File: config.mk
export PLATFORM = sky130hd
export DESIGN_NAME = pmc_power_mgmt_control
export DESIGN_NICKNAME = d
export VERILOG_FILES = /design/src/pmc_pkg.sv /design/src/pmc_power_mgmt_control.sv
export SDC_FILE = /design/constraint.sdc
export NUM_CORES = 1
export LEC_CHECK = 0
export BUFFER_PORTS_ARGS = -buffer_cell sky130_fd_sc_hd__buf_2
export CAP_MARGIN = 20
export CORE_ASPECT_RATIO = 1.75
export CORE_MARGIN = 2
export CORE_UTILIZATION = 45
export DETAILED_ROUTE_END_ITERATION = 10
export PLACE_DENSITY_LB_ADDON = 0.05
export SYNTH_ARGS = -nofsm -noshare
export SYNTH_HDL_FRONTEND = slang
export SYNTH_SLANG_ARGS = --single-unit
File: constraint.sdc
create_clock -name REF_CLK -period 2.4 [get_ports REF_CLK]
set_input_delay 0.48 -clock REF_CLK [delete_from_list [all_inputs] [get_ports REF_CLK]]
set_output_delay 0.48 -clock REF_CLK [all_outputs]
set_load 0.01 [all_outputs]
File: src/pmc_pkg.sv
// pmc_pkg: constants and types for the power management control block
// assumes a 32-bit apb register bus at byte addresses
package pmc_pkg;
	// ----------------------------------------------------------------
	// register offsets
	// ----------------------------------------------------------------
	localparam logic [11:0] PMC_OFS_CTL = 12'h020;
	localparam logic [11:0] PMC_OFS_WAKE = 12'h028;
	localparam logic [11:0] PMC_OFS_IRQ_STS = 12'h02c;
	localparam logic [11:0] PMC_OFS_IRQ_EN = 12'h030;
	localparam logic [11:0] PMC_OFS_IRQ_CLR = 12'h034;
	// ----------------------------------------------------------------
	// control register fields
	// ----------------------------------------------------------------
	localparam int PMC_BIT_RCS = 9;
	localparam int PMC_BIT_RCE = 8;
	localparam int PMC_BIT_RDY = 7;
	localparam int PMC_BIT_SUS_LO = 5;
	localparam int PMC_BIT_CAUSE_HI = 1;
	localparam int PMC_BIT_CAUSE_LO = 0;
	localparam logic [1:0] PMC_SUS_RST = 2'h2;
	localparam logic PMC_RCE_RST = 1'h1;
	localparam logic PMC_RCS_RST = 1'h0;
	// ----------------------------------------------------------------
	// wake register fields: status flags [3:0], kept enables [8:4],
	// clearable enables [10:9]
	// ----------------------------------------------------------------
	localparam int PMC_N_FLAG = 4;
	localparam int PMC_N_KEEP = 5;
	localparam int PMC_N_CLR = 2;
	localparam int PMC_BIT_KEEP = 4;
	localparam int PMC_BIT_CLR = 9;
	// ----------------------------------------------------------------
	// interrupt status bits
	// ----------------------------------------------------------------
	localparam int PMC_N_IRQ = 3;
	localparam int PMC_IRQ_RESUME = 0;
	localparam int PMC_IRQ_READY = 1;
	localparam int PMC_IRQ_DECONF = 2;
	// ----------------------------------------------------------------
	// watchdog
	// ----------------------------------------------------------------
	localparam int PMC_CLK_MHZ = 100;
	localparam int PMC_WDOG_US = 100;
	localparam int PMC_WDOG_CYC = PMC_WDOG_US * PMC_CLK_MHZ;
	typedef enum logic [1:0] {
		PMC_ST_RESET,
		PMC_ST_CONFIG,
		PMC_ST_NORMAL
	} pmc_state_t;
endpackage

File: src/pmc_power_mgmt_control.sv
// pmc_power_mgmt_control: power management control register bank
// assumes apb master on REF_CLK; event inputs are pins, synchronised here
`timescale 1ns/100ps
module pmc_power_mgmt_control
	import pmc_pkg::*;
#(
	parameter int WDOG_CYCLES = PMC_WDOG_CYC
)
(
	input wire logic REF_CLK,
	input wire logic RST_B,
	input wire logic PSEL,
	input wire logic PENABLE,
	input wire logic PWRITE,
	input wire logic [11:0] PADDR,
	input wire logic [31:0] PWDATA,
	output logic [31:0] PRDATA,
	output logic PREADY,
	output logic PSLVERR,
	input wire logic RESUME_DONE,
	input wire logic RESUME_REMOTE,
	input wire logic CONFIG_DONE,
	input wire logic PHY_CLK_OK,
	input wire logic DECONFIG,
	input wire logic LITE_RESET,
	input wire logic [PMC_N_FLAG-1:0] FLAG_SET,
	input wire logic [1:0] CAUSE_SET,
	output logic [1:0] SUSPEND_VARIANT,
	output logic READY,
	output logic IRQ
);
	// ----------------------------------------------------------------
	// state
	// ----------------------------------------------------------------
	typedef struct packed {
		logic [5:0] s1;
		logic [5:0] s2;
		logic [PMC_N_FLAG-1:0] fs1;
		logic [PMC_N_FLAG-1:0] fs2;
		logic [1:0] cs1;
		logic [1:0] cs2;
		logic done_d;
		logic deconf_d;
		pmc_state_t st;
		logic [31:0] wdog;
		logic rcs;
		logic rce;
		logic rdy;
		logic [1:0] sus;
		logic [1:0] cause;
		logic [PMC_N_FLAG-1:0] flags;
		logic [PMC_N_KEEP-1:0] keep_en;
		logic [PMC_N_CLR-1:0] clr_en;
		logic [PMC_N_IRQ-1:0] ists;
		logic [PMC_N_IRQ-1:0] ien;
		logic irq;
		logic [31:0] rdata;
		logic ready;
		logic err;
	} pmc_reg_t;

	pmc_reg_t r_ff;
	pmc_reg_t nxt_r;
	logic [5:0] pins;
	logic done_p;
	logic deconf_p;
	logic remote;
	logic phy_ok;
	logic lite;
	logic wr;
	logic rd;
	logic hit;
	logic [31:0] ctl_rd;
	logic [31:0] wake_rd;
	logic [PMC_N_IRQ-1:0] iev;

	assign pins = {LITE_RESET, DECONFIG, PHY_CLK_OK, CONFIG_DONE,
		RESUME_REMOTE, RESUME_DONE};
	assign done_p = r_ff.s2[0] & ~r_ff.done_d;
	assign remote = r_ff.s2[1];
	assign phy_ok = r_ff.s2[3];
	assign deconf_p = r_ff.s2[4] & ~r_ff.deconf_d;
	assign lite = r_ff.s2[5];
	assign wr = PSEL & PENABLE & PWRITE & r_ff.ready;
	assign rd = PSEL & ~PENABLE & ~PWRITE;
	assign hit = (PADDR == PMC_OFS_CTL) | (PADDR == PMC_OFS_WAKE) |
		(PADDR == PMC_OFS_IRQ_STS) | (PADDR == PMC_OFS_IRQ_EN) |
		(PADDR == PMC_OFS_IRQ_CLR);

	always_comb
	begin
		ctl_rd = '0;
		ctl_rd[PMC_BIT_RCS] = r_ff.rcs;
		ctl_rd[PMC_BIT_RCE] = r_ff.rce;
		ctl_rd[PMC_BIT_RDY] = r_ff.rdy;
		ctl_rd[PMC_BIT_SUS_LO +: 2] = r_ff.sus;
		ctl_rd[PMC_BIT_CAUSE_LO +: 2] = r_ff.cause;
		wake_rd = '0;
		wake_rd[PMC_N_FLAG-1:0] = r_ff.flags;
		wake_rd[PMC_BIT_KEEP +: PMC_N_KEEP] = r_ff.keep_en;
		wake_rd[PMC_BIT_CLR +: PMC_N_CLR] = r_ff.clr_en;
	end

	// ----------------------------------------------------------------
	// next state
	// ----------------------------------------------------------------
	always_comb
	begin
		nxt_r = r_ff;
		nxt_r.s1 = pins;
		nxt_r.s2 = r_ff.s1;
		nxt_r.fs1 = FLAG_SET;
		nxt_r.fs2 = r_ff.fs1;
		nxt_r.cs1 = CAUSE_SET;
		nxt_r.cs2 = r_ff.cs1;
		nxt_r.done_d = r_ff.s2[0];
		nxt_r.deconf_d = r_ff.s2[4];
		iev = '0;
		// register writes
		if (wr && PADDR == PMC_OFS_CTL)
		begin
			nxt_r.rcs = PWDATA[PMC_BIT_RCS];
			nxt_r.rce = PWDATA[PMC_BIT_RCE];
			nxt_r.sus = PWDATA[PMC_BIT_SUS_LO +: 2];
			nxt_r.cause = r_ff.cause & ~PWDATA[PMC_BIT_CAUSE_LO +: 2];
		end
		if (wr && PADDR == PMC_OFS_WAKE)
		begin
			nxt_r.flags = r_ff.flags & ~PWDATA[PMC_N_FLAG-1:0];
			nxt_r.keep_en = PWDATA[PMC_BIT_KEEP +: PMC_N_KEEP];
			nxt_r.clr_en = PWDATA[PMC_BIT_CLR +: PMC_N_CLR];
		end
		if (wr && PADDR == PMC_OFS_IRQ_EN)
			nxt_r.ien = PWDATA[PMC_N_IRQ-1:0];
		if (wr && PADDR == PMC_OFS_IRQ_CLR)
			nxt_r.ists = r_ff.ists & ~PWDATA[PMC_N_IRQ-1:0];
		// resume completion
		if (done_p)
		begin
			iev[PMC_IRQ_RESUME] = 1'b1;
			if (r_ff.rcs)
			begin
				nxt_r.flags = '0;
				nxt_r.cause[PMC_BIT_CAUSE_HI] = 1'b0;
			end
			if (r_ff.rce && remote)
				nxt_r.clr_en = '0;
		end
		// hardware sets win over clears
		nxt_r.flags = nxt_r.flags | r_ff.fs2;
		nxt_r.cause = nxt_r.cause | r_ff.cs2;
		// readiness sequencing
		unique case (r_ff.st)
			PMC_ST_RESET:
			begin
				nxt_r.wdog = '0;
				nxt_r.st = PMC_ST_CONFIG;
			end
			PMC_ST_CONFIG:
			begin
				nxt_r.wdog = r_ff.wdog + 32'h1;
				if (r_ff.s2[2] && (phy_ok || r_ff.wdog >= WDOG_CYCLES))
					nxt_r.st = PMC_ST_NORMAL;
			end
			PMC_ST_NORMAL:
				nxt_r.st = PMC_ST_NORMAL;
		endcase
		if (lite)
			nxt_r.st = PMC_ST_RESET;
		nxt_r.rdy = (nxt_r.st == PMC_ST_NORMAL);
		if (nxt_r.rdy && !r_ff.rdy)
			iev[PMC_IRQ_READY] = 1'b1;
		if (deconf_p)
		begin
			nxt_r.sus = PMC_SUS_RST;
			nxt_r.st = PMC_ST_RESET;
			nxt_r.rdy = 1'b0;
			iev[PMC_IRQ_DECONF] = 1'b1;
		end
		nxt_r.ists = nxt_r.ists | iev;
		nxt_r.irq = |(nxt_r.ists & nxt_r.ien);
		// apb answer: setup decode, ready in access
		nxt_r.ready = PSEL & ~PENABLE;
		nxt_r.err = PSEL & ~PENABLE & ~hit;
		if (rd)
		begin
			unique case (PADDR)
				PMC_OFS_CTL: nxt_r.rdata = ctl_rd;
				PMC_OFS_WAKE: nxt_r.rdata = wake_rd;
				PMC_OFS_IRQ_STS: nxt_r.rdata = 32'(r_ff.ists);
				PMC_OFS_IRQ_EN: nxt_r.rdata = 32'(r_ff.ien);
				default: nxt_r.rdata = '0;
			endcase
		end
	end

	always_ff @(posedge REF_CLK)
	begin
		if (!RST_B)
		begin
			r_ff <= '0;
			r_ff.st <= PMC_ST_RESET;
			r_ff.rce <= PMC_RCE_RST;
			r_ff.rcs <= PMC_RCS_RST;
			r_ff.sus <= PMC_SUS_RST;
		end
		else
			r_ff <= nxt_r;
	end

	assign PRDATA = r_ff.rdata;
	assign PREADY = r_ff.ready;
	assign PSLVERR = r_ff.err;
	assign SUSPEND_VARIANT = r_ff.sus;
	assign READY = r_ff.rdy;
	assign IRQ = r_ff.irq;

	// ----------------------------------------------------------------
	// assertions
	// ----------------------------------------------------------------
	a_status_cleared: assert property (@(posedge REF_CLK)
		disable iff (!RST_B)
		done_p && r_ff.rcs && ~|r_ff.fs2 |=> r_ff.flags == '0)
		else $error("flags not cleared on resume");
	a_cause_hi_cleared: assert property (@(posedge REF_CLK)
		disable iff (!RST_B)
		done_p && r_ff.rcs && !r_ff.cs2[PMC_BIT_CAUSE_HI] |=>
		!r_ff.cause[PMC_BIT_CAUSE_HI])
		else $error("cause high bit not cleared");
	a_status_kept: assert property (@(posedge REF_CLK)
		disable iff (!RST_B)
		done_p && !r_ff.rcs && !wr && ~|r_ff.fs2 |=>
		r_ff.flags == $past(r_ff.flags))
		else $error("flags changed with clear-status off");
	a_enables_cleared: assert property (@(posedge REF_CLK)
		disable iff (!RST_B)
		done_p && r_ff.rce && remote |=> r_ff.clr_en == '0)
		else $error("enables not cleared on remote resume");
	a_host_keeps_en: assert property (@(posedge REF_CLK)
		disable iff (!RST_B)
		done_p && !remote && !wr |=> $stable(r_ff.clr_en))
		else $error("host resume cleared enables");
	a_keep_en_stable: assert property (@(posedge REF_CLK)
		disable iff (!RST_B)
		!wr |=> $stable(r_ff.keep_en))
		else $error("excluded enable changed");
	a_rce_write: assert property (@(posedge REF_CLK)
		disable iff (!RST_B)
		wr && PADDR == PMC_OFS_CTL |=>
		r_ff.rce == $past(PWDATA[PMC_BIT_RCE]))
		else $error("clear-enables write lost");
	a_ready_normal: assert property (@(posedge REF_CLK)
		disable iff (!RST_B)
		READY |-> r_ff.st == PMC_ST_NORMAL)
		else $error("ready outside normal");
	a_ready_config: assert property (@(posedge REF_CLK)
		disable iff (!RST_B)
		$rose(READY) |-> $past(r_ff.s2[2]))
		else $error("ready before configuration");
	a_ready_wdog: assert property (@(posedge REF_CLK)
		disable iff (!RST_B)
		$rose(READY) |-> $past(phy_ok) || $past(r_ff.wdog) >= WDOG_CYCLES)
		else $error("ready before watchdog");
	a_ready_lite: assert property (@(posedge REF_CLK)
		disable iff (!RST_B)
		lite |=> !READY)
		else $error("ready during lite reset");
	a_variant_write: assert property (@(posedge REF_CLK)
		disable iff (!RST_B)
		wr && PADDR == PMC_OFS_CTL && !deconf_p |=>
		SUSPEND_VARIANT == $past(PWDATA[PMC_BIT_SUS_LO +: 2]))
		else $error("variant write lost");
	a_deconf_variant: assert property (@(posedge REF_CLK)
		disable iff (!RST_B)
		deconf_p |=> SUSPEND_VARIANT == PMC_SUS_RST)
		else $error("variant not forced on deconfigure");
	a_cause_w1c: assert property (@(posedge REF_CLK)
		disable iff (!RST_B)
		wr && PADDR == PMC_OFS_CTL && PWDATA[PMC_BIT_CAUSE_HI] &&
		!r_ff.cs2[PMC_BIT_CAUSE_HI] |=> !r_ff.cause[PMC_BIT_CAUSE_HI])
		else $error("cause bit not cleared by write");
	a_apb_answer: assert property (@(posedge REF_CLK)
		disable iff (!RST_B)
		PSEL && !PENABLE |=> PREADY)
		else $error("apb answer missing");
	c_remote_resume: cover property (@(posedge REF_CLK) done_p && remote);
	c_host_resume: cover property (@(posedge REF_CLK) done_p && !remote);
	c_wdog_ready: cover property (@(posedge REF_CLK) $rose(READY) && !phy_ok);
	c_deconf: cover property (@(posedge REF_CLK) deconf_p);
	c_lite: cover property (@(posedge REF_CLK) lite);
endmodule

==> flow_summary_export.csv <==
group,metric,value,unit
finish,seq_area,1960,um^2
route,drt_pass1_iterations,4,
sta,timing.fmax,475,MHz
setup_path,worst-r2r-setup-slack,0.29,ns
synth,synth.distinct_cells,57,
route,drtAntennaViolNets,0,
sta,timing.setup.tns,0,ns
clocking,deepest_clock_path_buffer_count,2,
clocking,root_buffer,"sky130_fd_sc_hd__clkbuf_16",
finish,drive_gt1_frac,0.215,
min_path,min_path_type,"input pin to flip-flop",
setup_path,reg2regPathDepth,8,
setup_path,worst_endpoint_data_arrival_time,2.37,ns
placed_design,place_inst,664,
min_path,whs_endpoint,"nxt_r[100]$_SDFF_PN0_",
min_path,min_delay_path_depth,2,
die,start_util,0.465,
clocking,cts_num_sinks,98,
route,drc_errors,0,
clocking,clock_tree_from_tritoncts,"yes",
setup_path,r2r_path_end,"r_ff[75]$_SDFFE_PN0P_",
min_path,hp-start,"FLAG_SET[1]",
sta,post-route-period-util,0.877,
clocking,post_cts_setup_bufs,0,
sta,finalSetupViolCount,0,
sta,worstMarginPinSlew,0.613,ns
global_route,pin_count_of_the_biggest_net_entering_global_routing,45,
setup_path,regToRegStartpoint,"r_ff[91]$_SDFF_PP0_",
global_route,initial_antenna_violation_count,0,
finish,finish.cell_count_without_fillers,680,
sta,setup_ws,0.295,ns
placed_design,place_ws,0.133,ns
die,dieHeight,135,um
die,boundary_pin_count,99,
route,drt_iter0_drc,158,
finish,antenna_diode_count,0,
global_route,remaining_global_route_overflow,0,
global_route,total_grt_usage,0.196,
global_route,grt_pass1_vias,3381,
synth,synth_area,4430,um^2
global_route,grt_pass1_wl,16200,um
die,die_w,79.0,um
setup_path,worstSetupStartpointType,"flip-flop",
route,detail_route.wirelength,10100,um
pwr,ir_drop,0.379,mV
clocking,cts_buffers,9,
placed_design,place.detailed.hpwl,7760,um
placed_design,io_buffer_count,56,
synth,synth_async_sr_flop_share,0,
sta,hold_violations,0,
pwr,leakagePower,2.01,nW
sta,rsz0062_at_grt,"false",
job,max_cap_viol_count,0,
synth,synth_edf_count,0,
synth,ys_warn_count,0,
setup_path,worst_ep_required_time,2.67,ns
sta,timing.final.crit_period,2.11,ns
route,num_vias,3550,
finish,filler_cell_count,932,
setup_path,endpoint_kind,"flip-flop",
clocking,clkTransAtPathRegs,0.07,ns
clocking,cts.repair.resized,0,
finish,num-nets-final,619,
die,placementRows,47,
die,core_area,9530,um^2
setup_path,cp_max_fo,8,
placed_design,gp_congestion,0.819,
die,floorplan.die_area,10700,um^2
finish,synthToLayoutAreaGrowth,15.1,%
synth,synth-seq-cells,98,
pwr,pwr_density_cell,670,nW/um^2
pwr,post-layout-total-power,3.42,mW
sta,fin_worst_skew,0.00647,ns
sta,max-slew-margin-rel,0.590,
synth,syn-mean-instance-area,8.91,um^2
clocking,worst_skew_pair.late_latency,0.34,ns
clocking,cts.htree.levels,3,
route,routed_via_density,5.22,
finish,multi_input_area,2180,um^2
synth,postSynth.topFlopCell,"sky130_fd_sc_hd__dfxtp_1",
synth,synth-seq-area-share,0.443,
status,run_status,"finished, final reports clean",
sta,timing_max_transition_violations_final,0,
setup_path,critPathKind,"flip-flop to flip-flop",
synth,synthCells,497,
route,routedWlPerCell,14.9,um
clocking,cts.hold.buffers_added,0,
==> routing by layer <==
metal / part of all wire / track usage
met2: 0.56 / 0.375
met1: 0.39 / 0.204
met5: 0 / 0
met3: 0.026 / 0.0400
met4: 0.022 / 0.0757
==> cells in the final DEF, fill, tap and decap left out, types with 14 or more instances in the layout <==
cell type / netlist / final
sky130_fd_sc_hd__a21oi_1: 34 / 34
sky130_fd_sc_hd__dfxtp_1: 98 / 98
sky130_fd_sc_hd__mux2i_1: 14 / 14
sky130_fd_sc_hd__buf_4: 34 / 20
sky130_fd_sc_hd__conb_1: 1 / 21
sky130_fd_sc_hd__nand2_1: 59 / 59
sky130_fd_sc_hd__nand3_1: 20 / 20
sky130_fd_sc_hd__buf_2: 4 / 56
sky130_fd_sc_hd__nor2_1: 30 / 30
sky130_fd_sc_hd__and2_1: 31 / 31
==> how the worst max path moves through the flow <==
stage                                    from                     to  cells after the start
after CTS                 r_ff[92]$_SDFF_PP0_  r_ff[75]$_SDFFE_PN0P_                      9
after global routing      r_ff[92]$_SDFF_PP0_  r_ff[75]$_SDFFE_PN0P_                      9
after global placement               PADDR[1]         IRQ$_SDFF_PN0_                      8
after detailed placement             PADDR[1]    r_ff[48]$_SDFF_PN0_                      8
after floorplan                      PADDR[1]         IRQ$_SDFF_PN0_                      6
final                     r_ff[91]$_SDFF_PP0_  r_ff[75]$_SDFFE_PN0P_                      8
==> synth_stat cells (2+ instances only) <==
library cell,number,area share
sky130_fd_sc_hd__o31a_1,2,0.0040
sky130_fd_sc_hd__nand3_2,2,0.0045
sky130_fd_sc_hd__nand2b_1,5,0.0071
sky130_fd_sc_hd__nand2_1,59,0.050
sky130_fd_sc_hd__mux2_2,5,0.013
sky130_fd_sc_hd__or3_1,10,0.014
sky130_fd_sc_hd__or4_4,2,0.0051
sky130_fd_sc_hd__o21a_1,6,0.010
sky130_fd_sc_hd__and3_1,7,0.0099
sky130_fd_sc_hd__nor2_1,30,0.025
sky130_fd_sc_hd__clkbuf_1,13,0.011
sky130_fd_sc_hd__o31ai_1,4,0.0068
sky130_fd_sc_hd__nor4_1,6,0.0085
sky130_fd_sc_hd__nor2_2,2,0.0028
sky130_fd_sc_hd__inv_1,9,0.0076
sky130_fd_sc_hd__nor3_2,2,0.0045
sky130_fd_sc_hd__nand4_1,11,0.016
sky130_fd_sc_hd__nor3b_1,2,0.0034
sky130_fd_sc_hd__a21oi_1,34,0.038
sky130_fd_sc_hd__mux2i_1,14,0.032
sky130_fd_sc_hd__a31oi_1,3,0.0042
sky130_fd_sc_hd__o21ai_1,5,0.0056
sky130_fd_sc_hd__nor4_4,3,0.014
sky130_fd_sc_hd__dfxtp_1,98,0.44
sky130_fd_sc_hd__buf_4,34,0.058
sky130_fd_sc_hd__a32o_1,5,0.011
sky130_fd_sc_hd__buf_2,4,0.0045
sky130_fd_sc_hd__o21ai_0,13,0.015
sky130_fd_sc_hd__ha_1,5,0.014
sky130_fd_sc_hd__a41o_1,2,0.0045
sky130_fd_sc_hd__or2_2,6,0.0085
sky130_fd_sc_hd__a32oi_1,3,0.0059
sky130_fd_sc_hd__and2_1,31,0.044
sky130_fd_sc_hd__nand3_1,20,0.023
sky130_fd_sc_hd__or3b_2,2,0.0040
sky130_fd_sc_hd__nor2b_1,3,0.0042
sky130_fd_sc_hd__o211ai_1,11,0.019
sky130_fd_sc_hd__nor3_1,5,0.0056
==> critical path: stages, from the launching register on <==
cell,delay [ns]
sky130_fd_sc_hd__dfxtp_1,0.40
sky130_fd_sc_hd__ha_1,0.28
sky130_fd_sc_hd__buf_4,0.18
sky130_fd_sc_hd__nand2_1,0.10
sky130_fd_sc_hd__nor2_2,0.15
sky130_fd_sc_hd__nand2_1,0.12
sky130_fd_sc_hd__or2_2,0.34
sky130_fd_sc_hd__or3_1,0.32
sky130_fd_sc_hd__a21oi_1,0.14
==> per-stage QoR <==
step | hold slack [ns] | cell area (um^2) | util
global placement | 0.401 | 4780 | 0.502
floorplan | 0.392 | 4510 | -
CTS | 0.330 | 5100 | 0.535
detailed placement | 0.399 | 4780 | 0.502
finish | 0.342 | 5100 | 0.535
global route | 0.336 | 5100 | 0.535
==> report_power, final <==
group | leakage, nW | total [mW] | internal [mW] | switching, mW
clock network | 0.145 | 1.52 | 0.915 | 0.607
registers | 0.797 | 1.67 | 1.66 | 0.0155
logic | 1.07 | 0.221 | 0.0831 | 0.138
total | 2.01 | 3.42 | 2.66 | 0.760
==> registers in the layout (all words and copies together) (netlist names), 2 cells and up <==
register         flops
r_ff                61
nxt_r               14
PRDATA              11
ctl_rd               4
SUSPEND_VARIANT      2
==> cells by family (layout without fill, tap and decap cells) <==
kind of cell	count (synthesis)	in the layout	synth area share
DFF	98	98	0.443
other	1	21	0.000846
muxes	19	19	0.0443
AOI/OAI and AO/OA	99	99	0.145
adders and majority gates	5	5	0.0141
buffers and inverters	62	103	0.0825
and+or+nand+nor	213	213	0.271
==> cell type report <==
type / instances / share of cell area
Clock inverter: 6 / 0.0179
Timing Repair Buffer: 77 / 0.0883
Inverter: 10 / 0.00736
Tap cell: 122 / 0.0299
Sequential cell: 98 / 0.385
Multi-Input combinational cell: 357 / 0.427
Clock buffer: 10 / 0.0449
Power figures use the tool's default switching activity.
